===== src/design/cspc_pkg.sv =====
// constants for the program-flow and stack core: opcodes, cycle counts, reset values
// assumes one core clock with a synchronous active-high reset
package cspc_pkg;
    localparam logic [13:0] IP_RESET = 14'h0000;
    localparam logic [7:0] CSP_RESET = 8'h00;
    localparam logic [7:0] DSP_RESET = 8'h00;
    localparam logic [7:0] OP_MOV_A_DATA = 8'h19;
    localparam logic [7:0] OP_MOV_A_DIR = 8'h1A;
    localparam logic [7:0] OP_MOV_A_IDX = 8'h1B;
    localparam logic [7:0] OP_MOV_X_DATA = 8'h1C;
    localparam logic [7:0] OP_MOV_X_DIR = 8'h1D;
    localparam logic [7:0] OP_PAGE_ADV = 8'h1F;
    localparam logic [7:0] OP_PUSH_A = 8'h2D;
    localparam logic [7:0] OP_POP_A = 8'h2B;
    localparam logic [7:0] OP_PORT_RD = 8'h29;
    localparam logic [7:0] OP_PORT_WR = 8'h2A;
    localparam logic [7:0] OP_PORT_WRX = 8'h39;
    localparam logic [7:0] OP_SUB_RET = 8'h3F;
    localparam logic [7:0] OP_MOV_A_X = 8'h40;
    localparam logic [7:0] OP_MOV_X_A = 8'h41;
    localparam logic [7:0] OP_LOAD_CSP = 8'h60;
    localparam logic [7:0] OP_SWAP_A_DSP = 8'h6E;
    localparam logic [7:0] OP_DIS_INT = 8'h70;
    localparam logic [7:0] OP_EN_INT = 8'h72;
    localparam logic [7:0] OP_INTR_RET = 8'h73;
    localparam logic [7:0] OP_JMP_LO = 8'h80;
    localparam logic [3:0] OP_CALL_A_HI = 4'h5;
    localparam logic [3:0] OP_CALL_B_HI = 4'h9;
    localparam logic [3:0] OP_JMP_HI = 4'h8;
    localparam logic [4:0] CYC_PAGE_ADV = 5'h04;
    localparam logic [4:0] CYC_CALL = 5'h0A;
    localparam logic [4:0] CYC_RET = 5'h08;
    localparam logic [4:0] CYC_LOAD_CSP = 5'h04;
    localparam logic [4:0] CYC_DEFAULT = 5'h04;
    localparam logic [4:0] CYC_DIRECT = 5'h05;
    localparam logic [4:0] CYC_INDEX = 5'h06;
    localparam logic [4:0] CYC_INTR = 5'h0A;
    localparam logic [4:0] CYC_POP = 5'h05;
    localparam logic [4:0] CYC_JMP = 5'h05;
    localparam logic [7:0] DATA_RESET = 8'h00;
endpackage : cspc_pkg


===== src/design/cspc_core.sv =====
// program counter, call stack, data stack and port access sequencer
// assumes program memory and data RAM answer reads in the next cycle, I/O in the same
module cspc_core (
    input wire logic core_clk_i,
    input wire logic rst_i,
    input wire logic intr_req_i,
    input wire logic [7:0] prog_data_i,
    input wire logic [7:0] ram_rdata_i,
    input wire logic [7:0] io_rdata_i,
    output logic [13:0] prog_addr_o,
    output logic [7:0] ram_addr_o,
    output logic [7:0] ram_wdata_o,
    output logic ram_we_o,
    output logic [7:0] io_addr_o,
    output logic [7:0] io_wdata_o,
    output logic io_we_o,
    output logic io_re_o,
    output logic intr_ack_o,
    output logic intr_en_o,
    output logic [7:0] acc_o,
    output logic [7:0] index_o,
    output logic carry_o,
    output logic zero_o,
    output logic [7:0] call_sp_o,
    output logic [7:0] data_sp_o
);
    typedef enum logic [7:0] {
        ST_FETCH = 8'h01,
        ST_OPER = 8'h02,
        ST_EXEC = 8'h04,
        ST_PUSH1 = 8'h08,
        ST_PUSH2 = 8'h10,
        ST_POP2 = 8'h20,
        ST_POP1 = 8'h40,
        ST_WAIT = 8'h80
    } cspc_state_t;

    cspc_state_t state;
    logic [13:0] instr_pointer;
    logic [7:0] opcode;
    logic [7:0] operand;
    logic [4:0] wait_cnt;
    logic [7:0] hold_byte;
    logic is_intr;
    logic is_iret;
    logic csp_inc, csp_dec, csp_load;
    logic dsp_inc, dsp_dec, dsp_load;
    logic [7:0] csp_val;
    logic [7:0] dsp_val;

    // instructions carrying a second byte
    function automatic logic two_byte(input logic [7:0] op);
        two_byte = (op[7:4] == cspc_pkg::OP_CALL_A_HI) || (op[7:4] >= cspc_pkg::OP_JMP_HI)
            || (op == cspc_pkg::OP_MOV_A_DATA) || (op == cspc_pkg::OP_MOV_A_DIR)
            || (op == cspc_pkg::OP_MOV_A_IDX) || (op == cspc_pkg::OP_MOV_X_DATA)
            || (op == cspc_pkg::OP_MOV_X_DIR) || (op == cspc_pkg::OP_PORT_RD)
            || (op == cspc_pkg::OP_PORT_WR) || (op == cspc_pkg::OP_PORT_WRX);
    endfunction : two_byte

    // call opcodes in both ranges
    function automatic logic is_call(input logic [7:0] op);
        is_call = (op[7:4] == cspc_pkg::OP_CALL_A_HI) || (op[7:4] == cspc_pkg::OP_CALL_B_HI);
    endfunction : is_call

    // total cycle budget per opcode; the sequencer pads to it
    function automatic logic [4:0] cycles_of(input logic [7:0] op);
        if (is_call(op)) begin
            cycles_of = cspc_pkg::CYC_CALL;
        end else if (op == cspc_pkg::OP_SUB_RET || op == cspc_pkg::OP_INTR_RET) begin
            cycles_of = cspc_pkg::CYC_RET;
        end else if (op == cspc_pkg::OP_MOV_A_DIR || op == cspc_pkg::OP_MOV_X_DIR) begin
            cycles_of = cspc_pkg::CYC_DIRECT;
        end else if (op == cspc_pkg::OP_MOV_A_IDX) begin
            cycles_of = cspc_pkg::CYC_INDEX;
        end else if (op == cspc_pkg::OP_POP_A) begin
            cycles_of = cspc_pkg::CYC_POP;
        end else if (op[7:4] == cspc_pkg::OP_JMP_HI) begin
            cycles_of = cspc_pkg::CYC_JMP;
        end else begin
            cycles_of = cspc_pkg::CYC_DEFAULT;
        end
    endfunction : cycles_of

    // low-byte step without carry into the page bits
    function automatic logic [13:0] step_ip(input logic [13:0] ip);
        step_ip = {ip[13:8], ip[7:0] + 8'h01};
    endfunction : step_ip

    assign prog_addr_o = instr_pointer;
    assign call_sp_o = csp_val;
    assign data_sp_o = dsp_val;

    cspc_stack_ptr #(
        .RESET_VAL(cspc_pkg::CSP_RESET)
    ) u_call_sp (
        .core_clk_i(core_clk_i),
        .rst_i(rst_i),
        .inc_i(csp_inc),
        .dec_i(csp_dec),
        .load_i(csp_load),
        .load_val_i(acc_o),
        .ptr_o(csp_val)
    );

    cspc_stack_ptr #(
        .RESET_VAL(cspc_pkg::DSP_RESET)
    ) u_data_sp (
        .core_clk_i(core_clk_i),
        .rst_i(rst_i),
        .inc_i(dsp_inc),
        .dec_i(dsp_dec),
        .load_i(dsp_load),
        .load_val_i(acc_o),
        .ptr_o(dsp_val)
    );

    // pointer strobes decoded from the sequencer state
    always_comb begin
        csp_inc = (state == ST_PUSH1) || (state == ST_PUSH2);
        csp_dec = (state == ST_EXEC) && (opcode == cspc_pkg::OP_SUB_RET
            || opcode == cspc_pkg::OP_INTR_RET) || (state == ST_POP2);
        csp_load = (state == ST_EXEC) && (opcode == cspc_pkg::OP_LOAD_CSP);
        dsp_dec = (state == ST_EXEC) && (opcode == cspc_pkg::OP_PUSH_A);
        dsp_inc = (state == ST_EXEC) && (opcode == cspc_pkg::OP_POP_A);
        dsp_load = (state == ST_EXEC) && (opcode == cspc_pkg::OP_SWAP_A_DSP);
    end

    // main sequencer; interrupt acknowledged only between instructions
    always_ff @(posedge core_clk_i) begin
        if (rst_i) begin
            state <= ST_FETCH;
            instr_pointer <= cspc_pkg::IP_RESET;
            opcode <= cspc_pkg::DATA_RESET;
            operand <= cspc_pkg::DATA_RESET;
            wait_cnt <= 5'h00;
            hold_byte <= cspc_pkg::DATA_RESET;
            is_intr <= 1'b0;
            is_iret <= 1'b0;
            intr_ack_o <= 1'b0;
        end else begin
            intr_ack_o <= 1'b0;
            case (state)
                ST_FETCH: begin
                    wait_cnt <= 5'h01;
                    is_iret <= 1'b0;
                    if (intr_req_i && intr_en_o) begin
                        is_intr <= 1'b1;
                        intr_ack_o <= 1'b1;
                        hold_byte <= {carry_o, zero_o, instr_pointer[13:8]};
                        state <= ST_PUSH1;
                    end else begin
                        is_intr <= 1'b0;
                        instr_pointer <= step_ip(instr_pointer);
                        state <= ST_OPER;
                    end
                end
                ST_OPER: begin
                    opcode <= prog_data_i;
                    wait_cnt <= wait_cnt + 5'h01;
                    state <= ST_EXEC;
                end
                ST_EXEC: begin
                    wait_cnt <= wait_cnt + 5'h01;
                    if (two_byte(opcode)) begin
                        operand <= prog_data_i;
                        instr_pointer <= step_ip(instr_pointer);
                    end
                    state <= ST_WAIT;
                    if (opcode == cspc_pkg::OP_PAGE_ADV) begin
                        instr_pointer <= {instr_pointer[13:8] + 6'h01, 8'h00};
                    end else if (is_call(opcode)) begin
                        hold_byte <= {carry_o, zero_o, instr_pointer[13:8]};
                        state <= ST_PUSH1;
                    end else if (opcode == cspc_pkg::OP_SUB_RET
                        || opcode == cspc_pkg::OP_INTR_RET) begin
                        is_iret <= (opcode == cspc_pkg::OP_INTR_RET);
                        state <= ST_POP2;
                    end
                end
                ST_PUSH1: begin
                    wait_cnt <= wait_cnt + 5'h01;
                    state <= ST_PUSH2;
                end
                ST_PUSH2: begin
                    wait_cnt <= wait_cnt + 5'h01;
                    if (is_intr) begin
                        instr_pointer <= {6'h00, 8'h00};
                        state <= ST_FETCH;
                    end else begin
                        instr_pointer <= {opcode[3:0], 2'b00, operand}; // jump to target
                        state <= ST_WAIT;
                    end
                end
                ST_POP2: begin
                    wait_cnt <= wait_cnt + 5'h01;
                    state <= ST_POP1;
                end
                ST_POP1: begin
                    wait_cnt <= wait_cnt + 5'h01;
                    hold_byte <= ram_rdata_i; // low byte of the return address
                    state <= ST_WAIT;
                end
                ST_WAIT: begin
                    wait_cnt <= wait_cnt + 5'h01;
                    if (opcode == cspc_pkg::OP_SUB_RET || opcode == cspc_pkg::OP_INTR_RET) begin
                        if (wait_cnt == 5'h05) begin
                            instr_pointer <= {ram_rdata_i[5:0], operand};
                        end
                    end else if (opcode[7:4] >= cspc_pkg::OP_JMP_HI
                        && !is_call(opcode) && wait_cnt == 5'h04) begin
                        instr_pointer <= {opcode[3:0], 2'b00, operand};
                    end
                    if (wait_cnt >= cycles_of(opcode) - 5'h01) begin
                        state <= ST_FETCH;
                    end
                end
                default: state <= ST_FETCH;
            endcase
            // low byte of a return address is on the read bus while in POP1
            if (state == ST_POP1) begin
                operand <= ram_rdata_i;
            end
        end
    end

    // data RAM port: call stack upward, data stack downward
    always_ff @(posedge core_clk_i) begin
        if (rst_i) begin
            ram_addr_o <= 8'h00;
            ram_wdata_o <= 8'h00;
            ram_we_o <= 1'b0;
        end else begin
            ram_we_o <= 1'b0;
            if (state == ST_PUSH1) begin
                ram_addr_o <= csp_val;
                ram_wdata_o <= hold_byte;
                ram_we_o <= 1'b1;
            end else if (state == ST_PUSH2) begin
                ram_addr_o <= csp_val;
                ram_wdata_o <= instr_pointer[7:0];
                ram_we_o <= 1'b1;
            end else if (state == ST_POP2 || (state == ST_EXEC && csp_dec)) begin
                ram_addr_o <= csp_val - 8'h01;
            end else if (state == ST_EXEC && opcode == cspc_pkg::OP_PUSH_A) begin
                ram_addr_o <= dsp_val - 8'h01;
                ram_wdata_o <= acc_o;
                ram_we_o <= 1'b1;
            end else if (state == ST_EXEC && opcode == cspc_pkg::OP_POP_A) begin
                ram_addr_o <= dsp_val;
            end else if (state == ST_EXEC && opcode == cspc_pkg::OP_MOV_A_IDX) begin
                ram_addr_o <= prog_data_i + index_o;
            end else if (state == ST_EXEC) begin
                ram_addr_o <= prog_data_i;
            end
        end
    end

    // I/O port access strobes
    always_ff @(posedge core_clk_i) begin
        if (rst_i) begin
            io_addr_o <= 8'h00;
            io_wdata_o <= 8'h00;
            io_we_o <= 1'b0;
            io_re_o <= 1'b0;
        end else begin
            io_we_o <= 1'b0;
            io_re_o <= 1'b0;
            if (state == ST_WAIT && wait_cnt == 5'h03) begin
                if (opcode == cspc_pkg::OP_PORT_RD) begin
                    io_addr_o <= operand;
                    io_re_o <= 1'b1;
                end else if (opcode == cspc_pkg::OP_PORT_WR) begin
                    io_addr_o <= operand;
                    io_wdata_o <= acc_o;
                    io_we_o <= 1'b1;
                end else if (opcode == cspc_pkg::OP_PORT_WRX) begin
                    io_addr_o <= operand + index_o;
                    io_wdata_o <= acc_o;
                    io_we_o <= 1'b1;
                end
            end
        end
    end

    // accumulator and index register
    always_ff @(posedge core_clk_i) begin
        if (rst_i) begin
            acc_o <= cspc_pkg::DATA_RESET;
            index_o <= cspc_pkg::DATA_RESET;
        end else if (state == ST_EXEC && opcode == cspc_pkg::OP_SWAP_A_DSP) begin
            acc_o <= data_sp_o; // old pointer; the load lands on this same edge
        end else if (state == ST_WAIT && wait_cnt == 5'h03) begin
            case (opcode)
                cspc_pkg::OP_MOV_A_DATA: acc_o <= operand;
                cspc_pkg::OP_MOV_X_DATA: index_o <= operand;
                cspc_pkg::OP_MOV_A_X: acc_o <= index_o;
                cspc_pkg::OP_MOV_X_A: index_o <= acc_o;
                default: acc_o <= acc_o;
            endcase
        end else if (state == ST_WAIT && wait_cnt == 5'h04) begin
            // RAM data is back one cycle after the address left in the execute cycle
            case (opcode)
                cspc_pkg::OP_MOV_A_DIR: acc_o <= ram_rdata_i;
                cspc_pkg::OP_MOV_X_DIR: index_o <= ram_rdata_i;
                cspc_pkg::OP_MOV_A_IDX: acc_o <= ram_rdata_i;
                cspc_pkg::OP_POP_A: acc_o <= ram_rdata_i;
                default: acc_o <= acc_o;
            endcase
        end else if (io_re_o) begin
            acc_o <= io_rdata_i;
        end
    end

    // flags and interrupt enable; flags come back only through the interrupt return
    always_ff @(posedge core_clk_i) begin
        if (rst_i) begin
            carry_o <= 1'b0;
            zero_o <= 1'b0;
            intr_en_o <= 1'b0;
        end else begin
            if (state == ST_FETCH && intr_req_i && intr_en_o) begin
                intr_en_o <= 1'b0;
            end else if (state == ST_WAIT && is_iret && wait_cnt == 5'h05) begin
                carry_o <= ram_rdata_i[7];
                zero_o <= ram_rdata_i[6];
                intr_en_o <= 1'b1;
            end else if (state == ST_EXEC && opcode == cspc_pkg::OP_EN_INT) begin
                intr_en_o <= 1'b1;
            end else if (state == ST_EXEC && opcode == cspc_pkg::OP_DIS_INT) begin
                intr_en_o <= 1'b0;
            end
        end
    end

    AST_CSP_RESET: assert property (@(posedge core_clk_i)
        $past(rst_i) |-> call_sp_o == 8'h00 && data_sp_o == 8'h00)
        else $error("stack pointers not zero after reset");
    AST_IP_RESET: assert property (@(posedge core_clk_i)
        $past(rst_i) |-> prog_addr_o == 14'h0000)
        else $error("instruction pointer not cleared");
    AST_NO_CARRY: assert property (@(posedge core_clk_i) disable iff (rst_i)
        state == ST_FETCH |=> prog_addr_o[13:8] == $past(prog_addr_o[13:8]))
        else $error("fetch carried into page bits");
    AST_PAGE: assert property (@(posedge core_clk_i) disable iff (rst_i)
        state == ST_EXEC && opcode == 8'h1F |=> prog_addr_o[13:8] == $past(prog_addr_o[13:8]) + 6'h01)
        else $error("page advance failed");
    AST_PUSH2: assert property (@(posedge core_clk_i) disable iff (rst_i)
        state == ST_PUSH1 |=> ##1 call_sp_o == $past(call_sp_o, 2) + 8'h02)
        else $error("call stack not advanced by two");
    AST_INT_OFF: assert property (@(posedge core_clk_i) disable iff (rst_i)
        intr_ack_o |-> !intr_en_o)
        else $error("interrupts still enabled after acknowledge");
    AST_LOAD: assert property (@(posedge core_clk_i) disable iff (rst_i)
        csp_load |=> call_sp_o == $past(acc_o))
        else $error("call stack pointer not loaded");
    AST_PUSH_DSP: assert property (@(posedge core_clk_i) disable iff (rst_i)
        dsp_dec |=> ram_we_o && ram_addr_o == data_sp_o)
        else $error("data push address wrong");
    AST_FLAGS: assert property (@(posedge core_clk_i) disable iff (rst_i)
        !(state == ST_WAIT && is_iret) |=> $stable(carry_o) && $stable(zero_o))
        else $error("flags changed outside interrupt return");
endmodule : cspc_core


===== src/design/cspc_stack_ptr.sv =====
// one 8-bit stack pointer with increment, decrement and load
// assumes the sequencer never asks for two actions in one cycle
module cspc_stack_ptr #(
    parameter logic [7:0] RESET_VAL = 8'h00
) (
    input wire logic core_clk_i,
    input wire logic rst_i,
    input wire logic inc_i,
    input wire logic dec_i,
    input wire logic load_i,
    input wire logic [7:0] load_val_i,
    output logic [7:0] ptr_o
);
    // plain 8-bit arithmetic gives the modulo 256 wrap for free
    always_ff @(posedge core_clk_i) begin
        if (rst_i) begin
            ptr_o <= RESET_VAL;
        end else if (load_i) begin
            ptr_o <= load_val_i;
        end else if (inc_i) begin
            ptr_o <= ptr_o + 8'h01;
        end else if (dec_i) begin
            ptr_o <= ptr_o - 8'h01;
        end
    end
endmodule : cspc_stack_ptr


===== config.mk =====
export PLATFORM = sky130hd
export DESIGN_NAME = cspc_core
export DESIGN_NICKNAME = d
export VERILOG_FILES = /design/src/design/cspc_pkg.sv /design/src/design/cspc_core.sv /design/src/design/cspc_stack_ptr.sv
export SDC_FILE = /design/constraint.sdc
export NUM_CORES = 1
export LEC_CHECK = 0
export BUFFER_PORTS_ARGS = -buffer_cell sky130_fd_sc_hd__clkbuf_2
export CAP_MARGIN = 10
export CORE_UTILIZATION = 42
export DETAILED_ROUTE_END_ITERATION = 12
export PLACE_DENSITY = 0.7
export SLEW_MARGIN = 20
export SYNTH_ARGS = -nofsm -noshare
export SYNTH_HDL_FRONTEND = slang
export SYNTH_SLANG_ARGS = --single-unit
export TNS_END_PERCENT = 50

===== constraint.sdc =====
create_clock -name core_clk_i -period 2.8 [get_ports core_clk_i]
set_input_delay 0.84 -clock core_clk_i [delete_from_list [all_inputs] [get_ports core_clk_i]]
set_output_delay 0.84 -clock core_clk_i [all_outputs]
set_load 0.01 [all_outputs]

After elaboration in Yosys (flattened, before gate mapping)
Cells that the tools add are included.
W data, S select, Z words.

operators by class
  $lt $le $gt $ge = 2
  mux-type cells = 78
  bitwise gates (word level) = 5
  add/subtract/negate cells = 10
  eq/ne operators = 48
  reductions and logical operators = 68

operators by type and width
  operator               number
  $mux W8                43
  $mux W14               5
  $eq A8 B7 Y1 const B   8
  $pmux W8 S8            1
  $eq A8 B5 Y1 const B   7
  $eq A8 B6 Y1 const B   7
  $pmux W14 S4           1
  $pmux W8 S2            2
  $add A8 B1 Y8 const B  3
  $pmux W8 S3            1
  $reduce_bool A3 Y1     7
  $logic_and A1 B1 Y1    18
  $add A8 B8 Y8          2
  $mux W1                16
  $sub A8 B1 Y8 const B  2
  $logic_or A1 B1 Y1     15
  $reduce_bool A2 Y1     7
  $mux W4                3
  $reduce_and A4 Y1      3
  $eq A5 B3 Y1 const B   2
  $mux W5                2
  $ne A2 B2 Y1 const B   5
  $pmux W5 S2            1
  $reduce_and A5 Y1      2
  30 further kinds       48

word-level totals
  input port bits = 27
  flip-flop bits (word level) = 124
  output and inout port bits = 85
  logic and storage cells = 235

Depth between registers and ports, before layout
Gate-level depths: netlist of the first run.

  depth in word-level cells = 13
  mapped depth = 14
  gate-level depth less buffers = 13

Modules after synthesis
From an unflattened synthesis of the first run, not the netlist that was laid out.

unflattened totals
  cell total of the unflattened synthesis = 1,031
  area total of the unflattened synthesis = 8,346.8 um^2

modules (own cells, without submodules)
  module          seq. area each (um^2)  area an instance (um^2)  cells an instance  times used
  cspc_core       2,162.1                6,995.5                  871                1
  cspc_stack_ptr  160.2                  675.6                    80                 2

Worst setup path after synthesis of the first run
No wires, ideal clock.

  path kind = register -> register
  start point = reg opcode[0]
  end point = reg state[0]
  data required time = 2.661 ns
  data arrival time = 2.817 ns
  path slack = -0.157 ns
  stages on the path, launching flop included = 15
  setup time = 0.139 ns
  period minus slack after synthesis = 2.957 ns
  path buffers = 2
  path through = dfxtp_1 -> clkbuf_1 -> clkbuf_1 -> nand3_1 -> inv_1 -> a21oi_1 -> nor2_1 -> a211oi_1 -> ha_1 -> ha_1 -> a21o_1 -> a21o_1 -> a21o_1 -> a211oi_1 -> o21ai_0

between the ends
  longest elaborated chain between the ends = 11
  elaborated cells on any way between the ends = 21
  those cells by class = 1 x add/sub; 1 x order compare; 8 x eq/ne; 9 x mux; 2 x reduce/logical

RTL lines
  what                    line              RTL
  from (decl)             cspc_core.sv:40   logic [7:0] opcode;
  from (signal assigned)  cspc_core.sv:133  opcode <= cspc_pkg::DATA_RESET;
  from (signal assigned)  cspc_core.sv:158  opcode <= prog_data_i;
  $eq A8 B6 Y1            cspc_core.sv:75   end else if (op == cspc_pkg::OP_POP_A) begin
  $mux W1                 cspc_core.sv:75
  $mux W2                 cspc_core.sv:73   end else if (op == cspc_pkg::OP_MOV_A_IDX) begin
  $mux W2                 cspc_core.sv:71   end else if (op == cspc_pkg::OP_MOV_A_DIR || op == cspc_pkg::OP_MOV_X_DIR) begin
  $mux W4                 cspc_core.sv:69   end else if (op == cspc_pkg::OP_SUB_RET || op == cspc_pkg::OP_INTR_RET) begin
  $mux W4                 cspc_core.sv:67   if (is_call(op)) begin
  $mux W5                 cspc_core.sv:142  case (state)
  $mux W5                 cspc_core.sv:130  if (rst_i) begin
  $sub A5 B1 Y5           cspc_core.sv:213  if (wait_cnt >= cycles_of(opcode) - 5'h01) begin
  $ge A5 B5 Y1            cspc_core.sv:213
  $ne A2 B2 Y1 (no line)  --
  to (signal assigned)    cspc_core.sv:131  state <= ST_FETCH;
  to (signal assigned)    cspc_core.sv:214  state <= ST_FETCH;
  to (signal assigned)    cspc_core.sv:217  default: state <= ST_FETCH;
  to (decl)               cspc_core.sv:38   cspc_state_t state;

Several ways; a longest one is shown, not always the timed one. The select of a mux whose other input is x is not followed.
A chain may end at the register's enable or synchronous reset.

Final worst setup path of the first run
  start point = reg opcode[5]
  end point = reg state[3]

between the ends
  longest elaborated chain between the ends = 12
  elaborated cells on any way between the ends = 27
  those cells by class = 1 x add/sub; 1 x order compare; 11 x eq/ne; 11 x mux; 3 x reduce/logical

RTL lines
  what                    line              RTL
  $eq A4 B4 Y1            cspc_core.sv:77   end else if (op[7:4] == cspc_pkg::OP_JMP_HI) begin
  $mux W1                 cspc_core.sv:77
  $mux W1                 cspc_core.sv:75
  $mux W2                 cspc_core.sv:73
  $mux W2                 cspc_core.sv:71
  $mux W4                 cspc_core.sv:69
  $mux W4                 cspc_core.sv:67
  $mux W5                 cspc_core.sv:142
  $mux W5                 cspc_core.sv:130
  $sub A5 B1 Y5           cspc_core.sv:213
  $ge A5 B5 Y1            cspc_core.sv:213
  $ne A2 B2 Y1 (no line)  --

Several ways; a longest one is shown, not always the timed one. The select of a mux whose other input is x is not followed.

==> metrics list, run 1 <==
* Run status: completed
* Max Clk Rate: about 0.37 GHz
- For the worst setup path, the data required time is approximately 3100 ps.
* Seq pwr share: 39.8%
- Tightest slew margin relative to the limit: around a third
- Tracing the worst setup path back leads to its startpoint at opcode[5].
- Synthesis produced a netlist whose cell count is roughly 1.0k.
- Global-route usage over all layers: about 29%
- After synthesis, the netlist uses 80 different library cells.
* Net count reported at finish: 1241
* Commonest cells after routing, fill and taps aside: 122 x nor2_1, 120 x dfxtp_1, 110 x clkbuf_2
- In this run, synthesis produced a sequential element count of around 120.
* Detailed-route wire length: slightly below 30 mm
* Critical path peak fanout: 5
* Cell count of the worst reg-to-reg path: 10
* Die span in y: roughly 140 um
- Combinational logic burns about an eighth of the power.
* Post-Syn Area per Cell: a little over 8 um2
- Chip Width: 143 um
* Buffer cell driving the clock tree root: clkbuf_16
- Die area: 20500 um2
* Largest voltage drop on the vdd net: 0.445 mV
- Total global routing overflow: 0
- For this run, design rule violations remaining after detail routing come to 0.
* Worst-path cell chain: nand4bb_4 > nor3_4 > a211oi_2 > ha_1 > ha_1 > a21o_1 > a21o_1 > a21o_1 > a211o_1 > and3_1
* Post-synth EDFFs: 0
- Startpoint class of the critical path: flop
- Data arrives at the worst endpoint at slightly above 3000 ps.
* Number of buffers created by CTS: 17
- The wire-length estimate of the detail-placed layout is 22.4 mm.
- Setup violations remaining at the end of the flow were counted as 0.
* Number of vias in the routed layout: 8860
* Sinks on Clock Net: approximately 120
- Clock network power share: 46.9%
* Peak per-stage delay on the critical path: roughly 340 ps
* Average wire length per cell after detail routing: between 20 and 25 um
* Final worst path period share: between 90 and 100%
- Setup slack closes at 70.8 ps.
- Counting the fill cells in the layout gives between 1.5k and 2k.
- Setup slack after placement: -133 ps
* Clock tree from TritonCTS: built
- Clock transition at the registers of the reported paths: around 60 ps
- Crit end category: flop
- The clock passes through at most 2 buffers.
- For the pin with the worst max-slew slack, the measured transition is just under 1000 ps.
- Using the TritonRoute via totals, the vias-per-cell ratio works out to 6.06.
- For this configuration, the core starts out at a cell density of a little over two fifths.
- Of all flip-flops after synthesis, the portion carrying an async set or reset was 0%.
- For this design, the slowest cell found on the critical path is nor3_4.
- In this run the number of H-tree levels came out at 4.
* Share of final-layout standard cells stronger than drive strength 1: 22.8%
- Final core occ: 52.7%
- Max Transition Viols Final: 0
- The via count of the first global-routing pass came to approximately 8k.
* Hold Path Class: reg2reg
- Leaving out fill and tap cells, the most frequent cell in the layout is nor2_1.
* Internal: 3440 uW
- Category of the critical setup timing path: reg2reg
- Total number of placement rows: 51
- Time the final worst path needs with I/O delays and setup: 2730 ps
* Antenna violations before repair: 0
- First-pass DRT Iterations: 8
- Total of warnings raised by yosys: 0
- P_leak: around 0.0047 uW
- Compared with the post-synthesis result, the final layout area differs by 22.9%.
* Leading register cell type out of synthesis: dfxtp_1
* Worst hold slack: 490 ps
- Worst-case clock skew: approximately 11 ps
* Startpoint of the lowest-slack register-to-register path: opcode[5]
- The core region is around 20000 um2.
- Endpoints failing hold: 0
- The worst hold path begins at ram_wdata_o[7].
- Switching power: around 1300 uW
- Entering global routing, the biggest net connects between 60 and 70 pins.
* Post-Synthesis Net Count: 1095
- The first routing iteration left approximately 820 violations.
- Post-synthesis instance area: ~8400 um2
* Ratio of total power to cell area: roughly 470 nW/um2
* Wire length of the first global-routing pass: 45.5 mm
* Antenna violation net count after detailed routing: 0
- Of the total power, the share spent switching nets is approximately 28%.
- Across the run, the number of max-cap violations was 0.
* Post-synthesis sequential area ratio: between 20 and 30%
- The clock reaches the later pin of the worst-skew pair after around 440 ps.
- Hold-critical path depth: 2
- Among the stages of the critical path, the cell type that occurs most often is a21o_1.
- Antenna fix cells: 0
- Summing internal, switching and leakage power gives roughly 4800 uW.
- The congestion estimate from routability-driven global placement came to 0.963.
- Port buffering added 111 buffers.
- During I/O placement, the number of pins put on the boundary was ~110.
- Total Negative Setup Slacks: 0 ps
- Setup repair after global routing could not meet its margin everywhere.
-- path summary, 6_finish.rpt --
kind                    endpoint  slack, ps
setup / recovery        state[3]         70
hold / removal    ram_wdata_o[7]        490
setup reg to reg        state[3]         70
hold reg to reg   ram_wdata_o[7]        490
-- metal layers --
layer	vias up	wire, um	GRT usage [%]
met5	-	0	0
met2	458	13200	45.4
met1	4181	13300	39.9
met4	0	694	10.8
li1	4159	-	-
met3	62	2600	6.20
-- final cells by class --
class / instances / area [um2] / area share, %
clock buffer: 19 / 453 / 4.40
clock inverter: 13 / 140 / 1.36
inverter: 20 / 75.1 / 0.730
multi-input combinational: 822 / 5580 / 54.3
sequential: 124 / 2490 / 24.2
tap: 265 / 332 / 3.22
timing repair buffer: 198 / 1210 / 11.8
-- state kept, by name (all words and copies together), names as in the netlist, 5 cells and up --
name and cells:
opcode 8, index_o 8, operand 8, u_call_sp.ptr_o 8
io_wdata_o 8, ram_addr_o 8, acc_o 8, hold_byte 8
u_data_sp.ptr_o 8, ram_wdata_o 8, io_addr_o 8, state 8
prog_addr_o 14, wait_cnt 5
-- kinds of logic after synthesis --
family	count (synthesis)	synth area share (%)
AO/OA/AOI/OAI	252	21.6
XOR/XNOR	38	3.98
adder cells (fa/ha/maj)	31	4.82
buffers and inverters	91	4.70
flip-flops	124	29.7
multiplexers	72	8.66
other	1	0.0448
AND/OR/NAND/NOR	428	26.6
-- synthesized netlist by cell type (4+ instances only) --
master | number | share of area, %
a211o_1 | 4 | 0.42
a211oi_1 | 41 | 3.7
a21o_1 | 7 | 0.63
a21oi_1 | 58 | 3.5
a221o_1 | 8 | 0.96
a22oi_1 | 5 | 0.45
a311oi_1 | 16 | 1.7
a31oi_1 | 7 | 0.52
and2_1 | 6 | 0.45
and3_1 | 15 | 1.1
and4b_1 | 5 | 0.60
buf_2 | 23 | 1.4
buf_4 | 6 | 0.54
clkbuf_1 | 40 | 1.8
dfxtp_1 | 124 | 30
ha_1 | 29 | 4.3
inv_1 | 20 | 0.90
mux2i_1 | 69 | 8.3
nand2_1 | 100 | 4.5
nand2b_1 | 9 | 0.67
nand3_1 | 46 | 2.8
nand4_1 | 10 | 0.75
nor2_1 | 123 | 5.5
nor2b_1 | 14 | 1.0
nor3_1 | 33 | 2.0
nor3b_1 | 6 | 0.54
nor4_1 | 11 | 0.82
nor4b_1 | 6 | 0.63
nor4b_2 | 4 | 0.72
o211a_1 | 9 | 1.1
o211ai_1 | 11 | 0.99
o21a_1 | 6 | 0.54
o21ai_0 | 28 | 1.7
o21bai_1 | 4 | 0.36
o221ai_1 | 4 | 0.42
o22ai_1 | 7 | 0.52
o311ai_0 | 4 | 0.42
or3_1 | 10 | 0.75
xnor2_1 | 12 | 1.3
xor2_1 | 26 | 2.7
-- per-stage QoR --
| stage | cell area (um2) | cells |
|---|---|---|
| 4_1_cts | 10200 | 1458 |
| 3_5_place_dp | 9570 | 1426 |
| 2_1_floorplan | 8370 | 1037 |
| 6_report | 10300 | 1461 |
| 3_3_place_gp | 9570 | 1426 |
| 5_1_grt | 10300 | 1461 |
-- power by group through the flow --
stage	Sequential (uW)	Combinational, uW	Clock, uW
after floorplan	1940	383	0
after global placement	1940	603	0
after detailed placement	1940	612	0
after CTS	1910	620	2260
after global routing	1920	690	2320
final	1910	637	2240
-- critical path, delay by kind of cell, from the launching register on --
| family | cells | cell delay [ps] |
|---|---|---|
| AOI/OAI and AO/OA | 5 | 910 |
| DFF | 1 | 320 |
| adders and majority gates | 2 | 590 |
| and+or+nand+nor | 3 | 800 |
-- timing repair --
action / 4_1_cts / 5_1_grt
buffers inserted: 0 / 3
hold buffers: 0 / 0
setup endpoints to repair: 8 / 9
resized for setup: 7 / 15
hold endpoints to repair: 0 / 0
pin swaps: 0 / 9
Power figures use the tool's default switching activity.
==> run 2: changes to the inputs <==
--- a/config.mk
+++ b/config.mk
@@ -9,7 +9,8 @@
 export CAP_MARGIN = 10
 export CORE_UTILIZATION = 42
 export DETAILED_ROUTE_END_ITERATION = 12
-export PLACE_DENSITY = 0.7
+export PLACE_DENSITY = 0.68
+export REMOVE_ABC_BUFFERS = 1
 export SLEW_MARGIN = 20
 export SYNTH_ARGS = -nofsm -noshare
 export SYNTH_HDL_FRONTEND = slang
==> run 2 against run 1 <==
Compared with the run above: count of clock-buffer cells in the layout stayed put; combinational power is 1% lower; non-clock buffer count is 2 lower; routed wire length is 0.75% higher; flip-flop and latch count stayed put; via count is 1.8% lower; final cell count is 0.14% lower; clock power is 12% higher; critical path depth is 2 higher; first-iteration DRC count is 6.1% higher; clock skew is 3.2 ps higher; sequential share of layout area is 0.14 points lower.
==> metrics list, run 2 (synthesis gave the netlist of run 1 again) <==
* Run status: completed
- Number of vias in the routed layout: 8704
* First-pass DRT Iterations: 5
- Switching power: around 1400 uW
* Net count reported at finish: 1239
* Transition time of the tightest slew-check pin: 620 ps
* Detailed-route wire length: between 30 and 40 mm
- Ratio of total power to cell area: about 490 nW/um2
- Max Clk Rate: roughly 0.37 GHz
- Clock network power share: between 40 and 50%
- From left edge to right edge, the die measures ~140 um.
* CP max-delay cell: dfxtp_2
- Counting the fill cells in the layout gives between 1.5k and 2k.
- Across the routed clock network, the largest skew measured is around 14 ps.
- Setup repair after global routing could not meet its margin everywhere.
- Clock transition at the registers of the reported paths: about 70 ps
- For this block, the initial DRC count from the detailed router was between 800 and 900.
- Setup-violating endpoint count in the final report: 0
- For the worst-skew pair, the clock arrives at the later sink with an insertion delay of around 430 ps.
* Sinks on Clock Net: around 120
* Sum of net half-perimeters after detailed placement: about 22 mm
* Startpoint class of the critical path: flop
- Net switching is roughly 27% of the power.
- The library cell used most frequently in the layout, excluding fill and tap cells, is nor2_1.
- Registers are responsible for 37.8% of the overall power.
* Antenna violation net count after detailed routing: 0
- Average wire length per cell after detail routing: about 21 um
* Max Transition Viols Final: 0
* Cell repeated most along the worst path: a21o_1
- Category of the critical setup timing path: reg2reg
- Tightest slew margin relative to the limit: between 50% and 60%
- Kind of cell adding the most delay to the critical path: compound AO/OA/AOI/OAI gates
- Global placer's final weighted congestion: roughly 0.95
- Crit end category: flop
- Wire length of the first global-routing pass: approximately 45 mm
- Summed over all cells, the static leakage comes to 0.00471 uW.
- H-Tree Depth: 4
- Clock tree synthesis inserted a total of 17 buffers.
- Largest voltage drop on the vdd net: roughly 0.42 mV
- Commonest cells after routing, fill and taps aside: 122 x nor2_1, 120 x dfxtp_1, 110 x clkbuf_2
- Once layout is complete, the cells apart from fillers number around 1.5k.
- Instance area after placement: approximately 9600 um2
* Placed Cells incl. Taps: roughly 1.4k
- Dividing the final minimum period by the clock period gives roughly 100%.
* I/O Pins: around 110
- Buffer cell driving the clock tree root: clkbuf_16
- CP Data Required Time: 3120 ps
- Global-route usage over all layers: 29.3%
- The internal power of the cells totals 3700 uW.
* Buffers plus inverters on the worst setup path: 1
- Largest register FFs: 14
- The final number of hold-violating endpoints came to 0.
- Antenna fix cells: 0
- Max Root-Sink Buffers: 2
* Core Region: approximately 20000 um2
- In this run, post-CTS hold repair placed 0 buffers.
- Total global routing overflow: 0
- Combinational cells account for approximately 12% of the total power.
* Die area: slightly above 20000 um2
- Antenna violations before repair: 0
- CP arrival: 3040 ps
- Of the cells placed in the final design, the portion with a size suffix greater than 1 is between 20 and 25%.
- In this run the core area contains 51 standard-cell rows.
* Worst-path cell chain: buf_6 > nor3b_2 > a21oi_2 > nor2_2 > a211oi_2 > ha_1 > ha_1 > a21o_1 > a21o_1 > a21o_1 > a211o_1 > and3_1
- Once the floorplan was initialized, standard cells occupied ~43% of the core.
- For this run, design rule violations remaining after detail routing come to 0.
- Maximum Capacitance Violations: 0
* Peak per-stage delay on the critical path: roughly 350 ps
* IO Port Bufs: 111
- In the routed layout, each cell is associated on average with a via count of 5.97.
* Critical path peak fanout: 9
- TritonCTS built the clock tree.
* Layout overhead on the synthesized area: 23.6%
- Time the final worst path needs with I/O delays and setup: ~2700 ps
- Summing all non-filler instances in the final layout gives an area of 10300 um2.
* Hold Path Class: reg2reg
* Number of global-route vias before repair: just under 8k
- Die span in y: 143 um
- Pin count of the biggest net entering global routing: slightly above 80
-- run 2: routing by layer --
| metal | track usage, % | part of all wire (%) | wire, um |
|---|---|---|---|
| met1 | 39.7 | 44 | 13300 |
| met2 | 44.1 | 44 | 13200 |
| met3 | 6.47 | 8.5 | 2540 |
| met4 | 13.1 | 3.2 | 946 |
| met5 | 0 | 0 | 0 |
-- run 2: worst paths after layout --
check / endpoint / cells past startpoint / startpoint / slack [ps]
setup / recovery: state[3] / 12 / opcode[7] / 80
hold / removal: ram_wdata_o[7] / 2 / ram_wdata_o[7] / 490
setup reg to reg: state[3] / 12 / opcode[7] / 80
hold reg to reg: ram_wdata_o[7] / 2 / ram_wdata_o[7] / 490
-- run 2: what timing repair did --
| item | CTS | global route |
|---|---|---|
| gates resized for setup | 7 | 16 |
| setup buffers | 0 | 2 |
| hold endpoints to repair | 0 | 0 |
| setup endpoints to repair | 8 | 8 |
| pin swaps | 1 | 9 |
-- run 2: worst register-to-register path: stages (launching register included) --
cell and delay, ps:
dfxtp_2 350, buf_6 140, nor3b_2 160, a21oi_2 120
nor2_2 60, a211oi_2 240, ha_1 280, ha_1 290
a21o_1 150, a21o_1 170, a21o_1 180, a211o_1 290
and3_1 170
-- run 2: metrics by stage --
step / hold slack (ps) / power (uW) / setup TNS [ps] / utilization [%] / worst slack, ps
global placement: 470 / 2540 / -274 / 49.0 / -65.0
floorplan: 457 / 2280 / -12860 / - / -534
detailed placement: 482 / 2550 / -806 / 49.0 / -125
finish: 490 / 5050 / 0 / 53.0 / 77.6
CTS: 498 / 5050 / 0 / 52.6 / 18.5
global route: 521 / 5210 / -47.4 / 53.0 / -22.9
-- run 2: power groups by stage --
stage          Combinational [uW]  Clock, uW  Sequential (uW)
5_1_grt                       687       2600             1920
6_report                      628       2510             1910
3_3_place_gp                  597          0             1940
2_1_floorplan                 327          0             1950
4_1_cts                       614       2530             1900
3_5_place_dp                  605          0             1940
-- run 2: cell type report --
type	count	area, um2	share of cell area, %
Multi-Input combinational cell	822	5580	53.9
Sequential cell	124	2490	24.1
Tap cell	265	332	3.21
Inverter	20	75.1	0.726
Clock buffer	19	443	4.28
Clock inverter	13	213	2.06
Timing Repair Buffer	196	1220	11.8
==> run 3: changes to the inputs <==
--- a/config.mk
+++ b/config.mk
@@ -6,7 +6,6 @@
 export NUM_CORES = 1
 export LEC_CHECK = 0
 export BUFFER_PORTS_ARGS = -buffer_cell sky130_fd_sc_hd__clkbuf_2
-export CAP_MARGIN = 10
 export CORE_UTILIZATION = 42
 export DETAILED_ROUTE_END_ITERATION = 12
 export PLACE_DENSITY = 0.68
==> constraint.sdc (replaced) <==
create_clock -name core_clk_i -period 2.8 [get_ports core_clk_i]
set_input_delay 0.14 -clock core_clk_i [delete_from_list [all_inputs] [get_ports core_clk_i]]
set_output_delay 0.14 -clock core_clk_i [all_outputs]
set_load 0.01 [all_outputs]
==> run 3 against run 2 <==
Compared with the run above: final cell count did not move; die area did not move; routed wire length fell by 0.73%; register-to-register slack improved by 30 ps; critical endpoint is now state[1]; global-route usage barely moved; combinational power fell by 1%; largest cell class unchanged.
==> metrics list, run 3 (synthesis gave the netlist of run 1 again) <==
- In the layout the commonest cells are 123 x nor2_1, 122 x dfxtp_1, 110 x clkbuf_2.
- Clock network latency to the later pin of the worst-skew pair: around 420 ps
- Worst-path cell chain: buf_4 > buf_4 > xor2_1 > and2_1 > a31oi_1 > ha_1 > ha_1 > a21o_1 > a21o_1 > a21o_1 > a211o_1 > and3_1
* Share of final-layout standard cells stronger than drive strength 1: a little over a fifth
* Worst-case clock skew: 10.7 ps
- DRC errors left: 0
* I/O Pins: 112
- Capture point of the critical path: state[1]
- Startpoint of the lowest-slack register-to-register path: opcode[7]
* Initial core utilization: a little over two fifths
- The number of placed instances, taps included, is ~1.4k.
- Once layout is complete, the utilization of the core stands at between 50% and 60%.
- Layout filler cell count: 1890
* Die span in y: between 100 and 150 um
- Critical path peak fanout: 5
- Max Root-Sink Buffers: 2
- Average wire length per cell after detail routing: 20.4 um
- Final std cells w/o fill: 1459
- Total Negative Setup Slacks: 0 ps
- Setup violations remaining at the end of the flow were counted as 0.
- Endpoints failing hold: 0
* Run status: completed
- At the end of the flow, the number of nets in the layout was ~1.2k.
- Time the final worst path needs with I/O delays and setup: between 2000 and 3000 ps
- The final max-slew violation count is 0.
- Total number of placement rows: between 50 and 60
- Number of vias in the routed layout: 8720
* Global-route usage over all layers: 29.3%
- H-Tree Depth: 4
- Antenna violation net count after detailed routing: 0
- Worst setup path start: opcode[7]
- IO Port Bufs: 111
- Measured against its own limit, the worst slew margin works out to 58.1%.
* Crit Reg-Reg Endpoint: state[1]
- The number of cells on the worst reg-to-reg path is 12.
- Post-detailed-route via-to-cell ratio: approximately 6.0
- Peak per-stage delay on the critical path: roughly 330 ps
* Largest voltage drop on the vdd net: approximately 0.4 mV
* Hold Path Class: in2reg
- Max-cap violations in this run came to 0.
- DR iter-0 viols: 773
- P_leak: ~0.0046 uW
* Transition time of the tightest slew-check pin: 628 ps
- From synthesis to final layout, the design area changed by 22.2%.
* Clock tree from TritonCTS: built
* Final Instance Area: 10200 um2
* Instance area after placement: 9550 um2
- The total overflow left after global routing is 0.
- Antenna violations before repair: 0
* Count of hold-fix buffers inserted at cts: 0
- Number of global-route vias before repair: between 7k and 8k
- The final critical path takes up just under 100% of the cycle.
* Largest register FFs: 14
* CP max-delay cell: dfxtp_1
- The root buffer cell chosen for the clock tree is clkbuf_16.
- CP Data Required Time: 3110 ps
- Global placer's final weighted congestion: 0.968
- CP arrival: ~3000 ps
- Register-to-register path setup slack: between 100 and 150 ps
- Clock transition at the registers of the reported paths: 60 ps
* Max Clk Rate: around 0.37 GHz
- The number of clock buffers added by TritonCTS is 17.
* Crit end category: flop
- The worst setup path is of the reg2reg kind.
- Chip Width: around 140 um
- Detailed-route wire length: just under 30 mm
* Cell repeated most along the worst path: a21o_1
* Die area: about 20000 um2
* Sinks on Clock Net: 124
* Startpoint class of the critical path: flop
- The core region is slightly below 20000 um2.
- The library cell used most frequently in the layout, excluding fill and tap cells, is nor2_1.
- For this run, the detailed router's first-pass iteration total came to 7.
- Entering global routing, the biggest net connects 32 pins.
- Ratio of total power to cell area: 467 nW/um2
* RSZ-0062 raised after global routing: yes
- Wire length of the first global-routing pass: between 40 and 50 mm
* Sum of net half-perimeters after detailed placement: around 22 mm
## run 3: layout make-up
type	count	area [um2]	share of cell area, %
well taps	265	332	3.24
inverters	20	75.1	0.734
clock inverters	11	135	1.32
clock buffers	21	450	4.41
diodes	1	2.50	0.0245
flip-flops and latches	124	2490	24.3
repair buffers	195	1190	11.7
multi-input cells	822	5550	54.3
## run 3: stage by stage
stage / worst slack [ps] / total power [uW] / hold slack [ps]
global route: -6.88 / 4950 / 39.4
finish: 109 / 4780 / 37.4
global placement: -23.3 / 2540 / 470
floorplan: -534 / 2280 / 209
detailed placement: -60.4 / 2550 / 459
CTS: 15.7 / 4780 / 20.0
## run 3: how the worst min path moves through the flow
stage,startpoint,endpoint,slack [ps],depth (start not counted)
global route,prog_data_i[0],opcode[0],40,3
CTS,prog_data_i[5],opcode[5],20,3
finish,prog_data_i[0],opcode[0],40,3
detailed placement,prog_data_i[5],opcode[5],460,3
floorplan,rst_i,is_intr,210,1
global placement,ram_wdata_o[1],ram_wdata_o[1],470,2
## run 3: worst max-delay path, delay by kind of cell, from the launching register on
kind | cells | cell delay (ps)
compound gates | 5 | 930
xor+xnor | 1 | 150
fa+ha+maj | 2 | 520
buf+inv | 2 | 310
flops | 1 | 330
simple gates | 2 | 350
## run 3: per-layer routing
layer	GRT usage (%)	wire length (um)
met1	40.5	13400
met4	11.3	767
met3	6.57	2470
met5	0	0
met2	43.8	13200
## run 3: what timing repair did
| item | CTS | global route |
|---|---|---|
| buffers inserted | 0 | 2 |
| resized for setup | 5 | 9 |
| pin swaps | 0 | 7 |
| hold endpoints to repair | 0 | 0 |
| setup endpoints to repair | 7 | 10 |
## run 3: power breakdown
group | leakage (uW) | switching, uW | internal, uW | total, uW
registers | 0.00100 | 75.4 | 1830 | 1910
logic | 0.00337 | 371 | 251 | 622
clock network | 0.000275 | 903 | 1350 | 2250
total | 0.00465 | 1350 | 3430 | 4780
